[src/design/pud_pkg.sv]
/*
  Shared constants and carrier types for the presettable up/down binary counter.
  Assumes a single aclk domain and an AXI4-Lite master with 32-bit data.
*/
`default_nettype none

package pud_pkg;

  // ****************************************************************
  // widths
  // ****************************************************************
  localparam int unsigned CNT_W  = 4;
  localparam int unsigned ADDR_W = 4;
  localparam int unsigned DATA_W = 32;
  localparam int unsigned STRB_W = 4;

  // ****************************************************************
  // register map
  // ****************************************************************
  localparam logic [ADDR_W-1:0] ADDR_CTRL   = 4'h0;
  localparam logic [ADDR_W-1:0] ADDR_PRESET = 4'h4;
  localparam logic [ADDR_W-1:0] ADDR_STATUS = 4'h8;

  localparam int unsigned CTRL_CLR_BIT   = 0;
  localparam int unsigned CTRL_LD_BIT    = 1;
  localparam int unsigned STAT_CARRY_BIT = 4;
  localparam int unsigned STRB_LOW_BYTE  = 0;

  localparam logic [1:0] RESP_OKAY   = 2'h0;
  localparam logic [1:0] RESP_SLVERR = 2'h2;

  // ****************************************************************
  // count values
  // ****************************************************************
  localparam logic [CNT_W-1:0] CNT_TOP    = 4'hf;
  localparam logic [CNT_W-1:0] CNT_BOTTOM = 4'h0;
  localparam logic [CNT_W-1:0] CNT_ONE    = 4'h1;
  localparam logic             CARRY_IDLE = 1'b1;

  // ****************************************************************
  // carriers
  // ****************************************************************
  typedef struct packed {
    logic count_clock;
    logic carry_in_n;
    logic up_down;
    logic parallel_load_enable;
    logic clear;
    logic load_value_bit_three;
    logic load_value_bit_two;
    logic load_value_bit_one;
    logic load_value_bit_zero;
  } pud_pins_s;

  typedef struct packed {
    logic              awvalid;
    logic [ADDR_W-1:0] awaddr;
    logic              wvalid;
    logic [DATA_W-1:0] wdata;
    logic [STRB_W-1:0] wstrb;
    logic              bready;
    logic              arvalid;
    logic [ADDR_W-1:0] araddr;
    logic              rready;
  } pud_axi_req_s;

  typedef struct packed {
    logic              awready;
    logic              wready;
    logic              bvalid;
    logic [1:0]        bresp;
    logic              arready;
    logic              rvalid;
    logic [DATA_W-1:0] rdata;
    logic [1:0]        rresp;
  } pud_axi_rsp_s;

  typedef struct packed {
    pud_pins_s        s1;
    pud_pins_s        s2;
    logic             clk_prev;
    logic [CNT_W-1:0] count;
    logic             carry_n;
    logic             sw_clear;
    logic             sw_load;
    logic [CNT_W-1:0] sw_preset;
    pud_axi_rsp_s     axi;
  } pud_state_s;

  localparam pud_state_s STATE_RESET = '{
    s1:        '0,
    s2:        '0,
    clk_prev:  1'b0,
    count:     CNT_BOTTOM,
    carry_n:   CARRY_IDLE,
    sw_clear:  1'b0,
    sw_load:   1'b0,
    sw_preset: CNT_BOTTOM,
    axi:       '0
  };

endpackage : pud_pkg

`default_nettype wire

[src/design/pud_counter.sv]
/*
  Four-bit presettable up/down binary counter with AXI4-Lite control/status.
  Assumes all pins are asynchronous to aclk and are synchronised here; the
  count clock pin is sampled and its rising edges detected on aclk.
*/
// Local design decisions: the placing of the registers and the AXI4-Lite interface to the registers.
`default_nettype none

// Function
// - while load enable is high and clear is low the preset inputs are copied into the count, whatever the clock.
// - carry in is active low, and while it is high clock edges leave the count unchanged.
// - each enabled rising count clock edge adds or subtracts one from the four-bit count.
// - the count appears in plain binary on four outputs, bit zero the least significant.
// - carry out is an active-low terminal count flag derived synchronously from the count.
// - load enable is active high, asynchronous, and blocks counting while asserted.
// - clear is active high, asynchronous, forces the count to zero and blocks counting.
// - direction high counts up and direction low counts down.
// - once load enable falls, counting continues from the loaded value on later enabled edges.
// - carry out is low for one full count cycle at 15 counting up or 0 counting down.
// - each count bit is a toggle stage that flips on a rising edge only when its condition holds.
// - counting up, carry out is low only with all bits one and carry in low.
// - counting down, carry out is low only with all bits zero and carry in low.

module pud_counter (
  input  wire logic                 aclk,
  input  wire logic                 aresetn,
  input  wire pud_pkg::pud_pins_s   pins,
  input  wire pud_pkg::pud_axi_req_s axi_req,
  output var  pud_pkg::pud_axi_rsp_s axi_rsp,
  output logic                      count_bit_zero,
  output logic                      count_bit_one,
  output logic                      count_bit_two,
  output logic                      count_bit_three,
  output logic                      carry_out_n
);

  // ****************************************************************
  // state
  // ****************************************************************
  pud_pkg::pud_state_s          st;
  pud_pkg::pud_state_s          next_st;
  logic [pud_pkg::CNT_W-1:0]    toggle;
  logic [pud_pkg::CNT_W-1:0]    pin_value;
  logic                         clk_rise;
  logic                         clr_any;
  logic                         ld_any;

  assign pin_value = {st.s2.load_value_bit_three, st.s2.load_value_bit_two,
                      st.s2.load_value_bit_one, st.s2.load_value_bit_zero};
  assign clk_rise  = st.s2.count_clock & ~st.clk_prev;
  assign clr_any   = st.s2.clear | st.sw_clear;
  assign ld_any    = st.s2.parallel_load_enable | st.sw_load;

  // ****************************************************************
  // toggle stages
  // ****************************************************************
  genvar gi;
  generate
    for (gi = 0; gi < pud_pkg::CNT_W; gi++) begin : g_tog
      if (gi == 0) begin : g_lsb
        assign toggle[gi] = 1'b1;
      end else begin : g_upper
        assign toggle[gi] = st.s2.up_down ? (&st.count[gi-1:0])
                                          : ~(|st.count[gi-1:0]);
      end
    end
  endgenerate

  // ****************************************************************
  // next state
  // ****************************************************************
  always_comb begin
    next_st          = st;
    next_st.s1       = pins;
    next_st.s2       = st.s1;
    next_st.clk_prev = st.s2.count_clock;

    // count update, clear over load over counting
    if (clr_any) begin
      next_st.count = pud_pkg::CNT_BOTTOM;
    end else if (ld_any) begin
      next_st.count = st.s2.parallel_load_enable ? pin_value : st.sw_preset;
    end else if (clk_rise && !st.s2.carry_in_n) begin
      next_st.count = st.count ^ toggle;
    end else begin
      next_st.count = st.count;
    end

    // terminal count flag
    next_st.carry_n = !(!st.s2.carry_in_n &&
                        (st.s2.up_down ? (next_st.count == pud_pkg::CNT_TOP)
                                       : (next_st.count == pud_pkg::CNT_BOTTOM)));

    // write channel
    next_st.axi.awready = 1'b0;
    next_st.axi.wready  = 1'b0;
    if (st.axi.bvalid && axi_req.bready) begin
      next_st.axi.bvalid = 1'b0;
    end
    if (axi_req.awvalid && axi_req.wvalid && !st.axi.awready && !st.axi.bvalid) begin
      next_st.axi.awready = 1'b1;
      next_st.axi.wready  = 1'b1;
    end
    if (st.axi.awready) begin
      next_st.axi.bvalid = 1'b1;
      next_st.axi.bresp  = pud_pkg::RESP_OKAY;
      case (axi_req.awaddr)
        pud_pkg::ADDR_CTRL: begin
          if (axi_req.wstrb[pud_pkg::STRB_LOW_BYTE]) begin
            next_st.sw_clear = axi_req.wdata[pud_pkg::CTRL_CLR_BIT];
            next_st.sw_load  = axi_req.wdata[pud_pkg::CTRL_LD_BIT];
          end
        end
        pud_pkg::ADDR_PRESET: begin
          if (axi_req.wstrb[pud_pkg::STRB_LOW_BYTE]) begin
            next_st.sw_preset = axi_req.wdata[pud_pkg::CNT_W-1:0];
          end
        end
        pud_pkg::ADDR_STATUS: begin
          next_st.axi.bresp = pud_pkg::RESP_OKAY;
        end
        default: begin
          next_st.axi.bresp = pud_pkg::RESP_SLVERR;
        end
      endcase
    end

    // read channel
    next_st.axi.arready = 1'b0;
    if (st.axi.rvalid && axi_req.rready) begin
      next_st.axi.rvalid = 1'b0;
    end
    if (axi_req.arvalid && !st.axi.arready && !st.axi.rvalid) begin
      next_st.axi.arready = 1'b1;
    end
    if (st.axi.arready) begin
      next_st.axi.rvalid = 1'b1;
      next_st.axi.rresp  = pud_pkg::RESP_OKAY;
      next_st.axi.rdata  = '0;
      case (axi_req.araddr)
        pud_pkg::ADDR_CTRL: begin
          next_st.axi.rdata[pud_pkg::CTRL_CLR_BIT] = st.sw_clear;
          next_st.axi.rdata[pud_pkg::CTRL_LD_BIT]  = st.sw_load;
        end
        pud_pkg::ADDR_PRESET: begin
          next_st.axi.rdata[pud_pkg::CNT_W-1:0] = st.sw_preset;
        end
        pud_pkg::ADDR_STATUS: begin
          next_st.axi.rdata[pud_pkg::CNT_W-1:0]      = st.count;
          next_st.axi.rdata[pud_pkg::STAT_CARRY_BIT] = st.carry_n;
        end
        default: begin
          next_st.axi.rresp = pud_pkg::RESP_SLVERR;
        end
      endcase
    end
  end

  // ****************************************************************
  // registers
  // ****************************************************************
  always_ff @(posedge aclk) begin
    if (!aresetn) begin
      st <= pud_pkg::STATE_RESET;
    end else begin
      st <= next_st;
    end
  end

  // ****************************************************************
  // outputs
  // ****************************************************************
  assign axi_rsp         = st.axi;
  assign count_bit_zero  = st.count[0];
  assign count_bit_one   = st.count[1];
  assign count_bit_two   = st.count[2];
  assign count_bit_three = st.count[3];
  assign carry_out_n     = st.carry_n;

  // ****************************************************************
  // checks
  // ****************************************************************
  a_clear_forces_zero: assert property (
    @(posedge aclk) disable iff (!aresetn)
    st.s2.clear |=> (st.count == pud_pkg::CNT_BOTTOM)
  ) else $error("count not zero after clear");

  a_load_copies_pins: assert property (
    @(posedge aclk) disable iff (!aresetn)
    (st.s2.parallel_load_enable && !clr_any) |=> (st.count == $past(pin_value))
  ) else $error("count not equal to preset pins during load");

  a_cin_high_holds: assert property (
    @(posedge aclk) disable iff (!aresetn)
    (st.s2.carry_in_n && !clr_any && !ld_any) |=> $stable(st.count)
  ) else $error("count moved while carry in high");

  a_count_up_step: assert property (
    @(posedge aclk) disable iff (!aresetn)
    (clk_rise && !st.s2.carry_in_n && st.s2.up_down && !clr_any && !ld_any)
      |=> (st.count == $past(st.count) + pud_pkg::CNT_ONE)
  ) else $error("count did not step up");

  a_count_down_step: assert property (
    @(posedge aclk) disable iff (!aresetn)
    (clk_rise && !st.s2.carry_in_n && !st.s2.up_down && !clr_any && !ld_any)
      |=> (st.count == $past(st.count) - pud_pkg::CNT_ONE)
  ) else $error("count did not step down");

  a_no_edge_hold: assert property (
    @(posedge aclk) disable iff (!aresetn)
    (!clk_rise && !clr_any && !ld_any) |=> $stable(st.count)
  ) else $error("count moved without rising edge");

  a_carry_terminal: assert property (
    @(posedge aclk) disable iff (!aresetn)
    !carry_out_n |-> ($past(!st.s2.carry_in_n) &&
      ($past(st.s2.up_down) ? (st.count == pud_pkg::CNT_TOP)
                            : (st.count == pud_pkg::CNT_BOTTOM)))
  ) else $error("carry out low away from terminal count");

  a_carry_one_step: assert property (
    @(posedge aclk) disable iff (!aresetn)
    (!carry_out_n && clk_rise && !st.s2.carry_in_n && !clr_any && !ld_any &&
     $stable(st.s2.up_down)) |=> carry_out_n
  ) else $error("carry out stayed low past one count cycle");

  a_write_answer: assert property (
    @(posedge aclk) disable iff (!aresetn)
    (axi_rsp.awready && axi_rsp.wready) |=> axi_rsp.bvalid
  ) else $error("no write response after handshake");

  a_soft_load_preset: assert property (
    @(posedge aclk) disable iff (!aresetn)
    (st.sw_load && !st.s2.parallel_load_enable && !clr_any)
      |=> (st.count == $past(st.sw_preset))
  ) else $error("count not equal to software preset during load");

  a_soft_clear_zero: assert property (
    @(posedge aclk) disable iff (!aresetn)
    st.sw_clear |=> (st.count == pud_pkg::CNT_BOTTOM)
  ) else $error("count not zero after software clear");

  a_clear_beats_load: assert property (
    @(posedge aclk) disable iff (!aresetn)
    (clr_any && ld_any) |=> (st.count == pud_pkg::CNT_BOTTOM)
  ) else $error("load won over clear");

  a_carry_cin_high: assert property (
    @(posedge aclk) disable iff (!aresetn)
    st.s2.carry_in_n |=> carry_out_n
  ) else $error("carry out low while carry in high");

  a_carry_up_top: assert property (
    @(posedge aclk) disable iff (!aresetn)
    (aresetn && !st.s2.carry_in_n && st.s2.up_down)
      |=> (carry_out_n == (st.count != pud_pkg::CNT_TOP))
  ) else $error("carry out wrong while counting up");

  a_carry_down_bottom: assert property (
    @(posedge aclk) disable iff (!aresetn)
    (aresetn && !st.s2.carry_in_n && !st.s2.up_down)
      |=> (carry_out_n == (st.count != pud_pkg::CNT_BOTTOM))
  ) else $error("carry out wrong while counting down");

  a_count_wrap_up: assert property (
    @(posedge aclk) disable iff (!aresetn)
    (clk_rise && !st.s2.carry_in_n && st.s2.up_down && !clr_any && !ld_any &&
     (st.count == pud_pkg::CNT_TOP)) |=> (st.count == pud_pkg::CNT_BOTTOM)
  ) else $error("count did not wrap from top to bottom");

  a_count_wrap_down: assert property (
    @(posedge aclk) disable iff (!aresetn)
    (clk_rise && !st.s2.carry_in_n && !st.s2.up_down && !clr_any && !ld_any &&
     (st.count == pud_pkg::CNT_BOTTOM)) |=> (st.count == pud_pkg::CNT_TOP)
  ) else $error("count did not wrap from bottom to top");

  a_lsb_toggles: assert property (
    @(posedge aclk) disable iff (!aresetn)
    (clk_rise && !st.s2.carry_in_n && !clr_any && !ld_any)
      |=> (st.count[0] != $past(st.count[0]))
  ) else $error("least significant bit did not toggle");

  a_read_answer: assert property (
    @(posedge aclk) disable iff (!aresetn)
    axi_rsp.arready |=> axi_rsp.rvalid
  ) else $error("no read data after address handshake");

  a_bvalid_clears: assert property (
    @(posedge aclk) disable iff (!aresetn)
    (axi_rsp.bvalid && axi_req.bready) |=> !axi_rsp.bvalid
  ) else $error("write response stayed after it was taken");

  a_rvalid_clears: assert property (
    @(posedge aclk) disable iff (!aresetn)
    (axi_rsp.rvalid && axi_req.rready) |=> !axi_rsp.rvalid
  ) else $error("read data stayed after it was taken");

  a_awready_pulse: assert property (
    @(posedge aclk) disable iff (!aresetn)
    axi_rsp.awready |=> !axi_rsp.awready
  ) else $error("write ready longer than one cycle");

  a_arready_pulse: assert property (
    @(posedge aclk) disable iff (!aresetn)
    axi_rsp.arready |=> !axi_rsp.arready
  ) else $error("read ready longer than one cycle");

endmodule : pud_counter

`default_nettype wire

[config.mk]
export PLATFORM = sky130hd
export DESIGN_NAME = pud_counter
export DESIGN_NICKNAME = d
export VERILOG_FILES = /design/src/design/pud_pkg.sv /design/src/design/pud_counter.sv
export SDC_FILE = /design/constraint.sdc
export NUM_CORES = 1
export LEC_CHECK = 0
export BUFFER_PORTS_ARGS = -buffer_cell sky130_fd_sc_hd__buf_2
export CORE_MARGIN = 5
export CORE_UTILIZATION = 44
export DETAILED_ROUTE_END_ITERATION = 10
export HOLD_SLACK_MARGIN = 0.1
export PLACE_DENSITY = 0.76
export SLEW_MARGIN = 20
export SYNTH_ARGS = -nofsm -noshare
export SYNTH_HDL_FRONTEND = slang
export SYNTH_SLANG_ARGS = --single-unit
[constraint.sdc]
create_clock -name aclk -period 1.87 [get_ports aclk]
set_input_delay 0.374 -clock aclk [delete_from_list [all_inputs] [get_ports aclk]]
set_output_delay 0.374 -clock aclk [all_outputs]
set_load 0.03 [all_outputs]
## Word-level counts from Yosys, hierarchy flattened

Index checks and enable logic that the tools add are counted.

- Flip-flop bits (word level): 44
- Input bits: 60
- Word-level logic and storage cells: 92

- Equality and inequality tests: 5
- Muxes and demuxes: 19
- Bitwise logic cells: 8
- Reduce and logical (&&, ||, !) cells: 28

Operator list:

| operator | number |
|---|---|
| $mux 35 | 1 |
| $mux 4 | 4 |
| $eq 4x4->1 const B | 3 |
| $logic_not 4->1 | 3 |
| $logic_and 1x1->1 | 9 |
| $reduce_and 3->1 | 3 |
| $reduce_or 3->1 | 3 |
| $eq 4x3->1 const B | 2 |
| $mux 1 | 8 |
| $logic_not 1->1 | 6 |
| $mux 2 | 3 |
| $pmux 2 s3 | 1 |
| $not 1->1 | 4 |
| $pmux 2 s2 | 1 |
| $reduce_bool 2->1 | 2 |
| $xor 4x4->4 | 1 |
| $mux 3 | 1 |
| $or 1x1->1 | 2 |
| $reduce_and 2->1 | 1 |
| $reduce_or 2->1 | 1 |
| $and 1x1->1 | 1 |

## Logic depth before layout (Yosys ltp)

- Depth after elaboration: 11
- Mapped depth: 7

## Worst setup path before layout

OpenSTA, ideal clock, no wires.

- Path type: flip-flop to flip-flop
- From: reg st, in the netlist count_bit_zero
- To: reg st, in the netlist carry_out_n
- Setup time: 144 ps
- Arrival time: 1,730 ps
- Data required time: 1,726 ps
- Slack: -3 ps
- Stages on the path, launching flop included: 8
- Period minus slack after synthesis: 1,873 ps
- Cells stage by stage: dfxtp_1 -> buf_2 -> xnor2_1 -> and3_1 -> o31ai_1 -> or4b_1 -> nor4_2 -> a41oi_1

- Word-level cells in the longest chain between the ends: 11
- Elaborated cells between the ends (all ways): 19

Ends and longest elaborated chain:

| what | RTL line | text |
|---|---|---|
| from (decl) | pud_counter.sv:40 | `pud_pkg::pud_state_s st;` |
| from (signal assigned) | pud_counter.sv:164 | `st <= pud_pkg::STATE_RESET;` |
| from (signal assigned) | pud_counter.sv:166 | `st <= next_st;` |
| $reduce_or 3->1 or $reduce_or 2->1 (tied branches) | pud_counter.sv:64 | `: ~(\|st.count[gi-1:0]);` |
| $not 1->1 | pud_counter.sv:64 |  |
| $mux 1 | pud_counter.sv:63 | `assign toggle[gi] = st.s2.up_down ? (&st.count[gi-1:0])` |
| $xor 4x4->4 | pud_counter.sv:84 | `next_st.count = st.count ^ toggle;` |
| $mux 4 * | pud_counter.sv:83 | `end else if (clk_rise && !st.s2.carry_in_n) begin` |
| $mux 4 * | pud_counter.sv:81 | `end else if (ld_any) begin` |
| $mux 4 * | pud_counter.sv:79 | `if (clr_any) begin` |
| $eq 4x4->1 or $logic_not 4->1 (tied branches) | pud_counter.sv:91, pud_counter.sv:92 |  |
| $mux 1 * | pud_counter.sv:91 | `(st.s2.up_down ? (next_st.count == pud_pkg::CNT_TOP)` |
| $logic_and 1x1->1 * | pud_counter.sv:90 | `next_st.carry_n = !(!st.s2.carry_in_n &&` |
| $logic_not 1->1 * | pud_counter.sv:90 |  |

Mark *: on every way between the ends. The rest lies on a longest branch, timed or not.
A chain may end at the register's enable or synchronous reset.

## Worst setup path after layout

Same ends and word-level chain as after synthesis.

==> impl_metrics.json <==
{
  "status": "finished, final reports clean",
  "clock_power_share_pct": 34.5,
  "fin_ws_ps": 136,
  "pwr-share-seq_pct": 52.1,
  "post-route-min-period_ps": 1730,
  "antennaDiodeCount": 0,
  "final_layout_size_suffix_gt1_share_pct": 26.6,
  "cts_tree": "yes",
  "dp_hpwl_um": 2420,
  "grt_pass1_vias": 1190,
  "worstPathRequired_ps": 2010,
  "ir_drop_mv": 0.448,
  "busiest_layer": "met2",
  "grt_first_pass_wirelength_um": 5350,
  "firstDrtPassIters": 4,
  "setup_violations": 0,
  "power_density_nw_per_um2": 854,
  "clockBufferDepth": 2,
  "dp_slack_ps": 128,
  "cp.arrival_ps": 1880,
  "post_cts_resized": 0,
  "worst-r2r-cell-count": 6,
  "via_per_inst": 4.36,
  "max-cap-violations": 0,
  "place.gp.congestion": 0.814,
  "path_class": "flop to flop",
  "seqCellArea_um2": 825,
  "clock.fmax_mhz": 577,
  "numPortBuffers": 45,
  "drc": 0,
  "p_int_mw": 1.31,
  "worstSkewPairLatency_ps": 290,
  "min-delay-start": "pins[0]",
  "hold_violations": 0,
  "cp-start-kind": "flop",
  "skew_ps": 6.94,
  "synth_commonest_cells": "buf_4 (41), dfxtp_1 (41), and2_1 (27)",
  "fp.dieH_um": 76.0,
  "grt.met3_usage_pct": 4.26,
  "synth_edf_count": 0,
  "r2r_setup_slack_ps": 140,
  "cp_max_fo": 8,
  "start_util_pct": 44.6,
  "cts_buffers": 5,
  "routed_wl_um": 3220,
  "syn2layout_area_growth_pct": 9.34,
  "rows": 24,
  "nets": 303,
  "synthesis.area_um2": 1920,
  "cts.clk_slew.worst_paths_ps": 70,
  "slew_violations": 0,
  "p_total_mw": 1.79,
  "htree_levels": 2,
  "power_switching_mw": 0.475,
  "fin_setup_tns_ps": 0,
  "yosysSeqAreaShare_pct": 42.8,
  "drtIter0Drc": 79,
  "yosysTopAreaCell": "dfxtp_1",
  "grt_max_degree": 30,
  "cts_setup_buffers": 0,
  "grt_setup_unrepaired": "false",
  "min_to": "next_st[53]",
  "via_count": 1292,
  "ys_warn_count": 0,
  "drtAntennaViolNets": 0,
  "core_area_um2": 4290,
  "die_w_um": 76.0,
  "num-fill-cells": 424,
  "timing.rr.end": "carry_out_n",
  "grt_util_all_layers_pct": 11.4,
  "async_flop_share_pct": 0,
  "r2r_start": "count_bit_zero",
  "p_sw_share_pct": 26.6,
  "synth_ff_type": "dfxtp_1",
  "cts_hold_repair.buffers": 0,
  "synth_seq_cells": 41,
  "synth_top_area_share_pct": 42.8,
  "antenna_found_initial": 0,
  "syn_inst": 209,
  "gr-total-overflow": 0,
  "use_met1_pct": 13.1,
  "min_path_type": "primary input to flop",
  "die_area_um2": 5770,
  "cts.sinks": 41,
  "synthDistinctLibCells": 41,
  "p_leak_nw": 0.986,
  "period_share_pct": 92.7,
  "root_buffer": "clkbuf_8",
  "grt_use_met2_pct": 17.6,
  "comb_power_share_pct": 13.4,
  "post_drt_wl_per_cell_um": 10.9,
  "hold_path_depth": 2,
  "end_kind": "flop",
  "multi_input_area_um2": 848,
  "avgSynthCellArea_um2": 9.17,
  "ios": 106,
  "synth_area_leaders": "dfxtp_1 (43%), buf_4 (16%), and2_1 (8.8%)"
}
[power by group through the flow]
stage	Clock, mW	Sequential, mW	Combinational, mW
after floorplan	0	0.955	0.228
after global placement	0	0.950	0.236
after detailed placement	0	0.952	0.238
after CTS	0.640	0.932	0.239
after global routing	0.671	0.937	0.262
final	0.616	0.932	0.239
[registers in the layout, summed over array words and instances, names as in the netlist]
name	flops
count_bit_two	1
st	11
count_bit_three	1
count_bit_one	1
carry_out_n	1
axi_rsp	11
pin_value	4
count_bit_zero	1
next_st	10
[critical path, cell delays in order, from the launching register on]
cell and delay, ps:
dfxtp_2 420, xnor2_1 160, and3_1 180, o31ai_1 80, or4b_1 520, nor4_2 160
a41oi_1 80
[how the worst max path moves through the flow]
stage | start | to | slack, ps | cells past startpoint
2_1_floorplan | count_bit_zero | carry_out_n | 110 | 7
3_3_place_gp | st[58] | carry_out_n | 150 | 6
3_5_place_dp | st[58] | carry_out_n | 130 | 6
4_1_cts | st[58] | carry_out_n | 90 | 6
5_1_grt | next_st[52] | carry_out_n | 20 | 7
6_report | count_bit_zero | carry_out_n | 140 | 6
[layout make-up]
cell class / instances / area share (%)
clock buffer: 7 / 4.60
clock inverter: 1 / 0.239
inverter: 4 / 0.717
multi-input combinational: 144 / 40.5
sequential: 41 / 39.4
tap: 52 / 3.11
timing repair buffer: 47 / 11.5
[through the flow]
step | util [%] | std cells | hold slack, ps | instance area [um2]
after floorplan | - | 237 | 406 | 2020
after global placement | 46.4 | 288 | 412 | 1990
after detailed placement | 46.4 | 288 | 416 | 1990
after CTS | 48.7 | 296 | 273 | 2090
after global routing | 48.8 | 296 | 268 | 2090
final | 48.8 | 296 | 282 | 2090
[metal layers]
metal  wire [um]  vias to the layer above
li1            -                      693
met1        1420                      548
met2        1470                       44
met3         261                        7
met4          70                        0
met5           0                        -
[layout by cell type, fill, tap and decap left out, drive strengths merged, types with 2 or more instances in the layout]
cell type	netlist	routed
o22ai	4	4
a22oi	2	2
nor3	3	3
inv	4	4
xor2	2	2
o21a	2	2
nor2b	12	12
o21ai	7	7
nor4	3	3
a21oi	5	5
nand4	2	2
nand2	12	12
nor2	7	7
and3	2	2
and2	28	28
dfxtp	41	41
clkbuf	5	7
conb	1	29
buf	43	47
mux2i	8	8
[logic make-up (layout without fill, tap and decap cells)]
family	after synthesis	after routing	synth area share, %
AO/OA/AOI/OAI	26	26	8.62
buffers and inverters	52	59	18.4
other	1	29	0.196
multiplexers	8	8	4.18
XOR/XNOR	3	3	1.37
flip-flops	41	41	42.8
AND/OR/NAND/NOR	78	78	24.4
No activity file was read; power rests on OpenSTA's default activity.
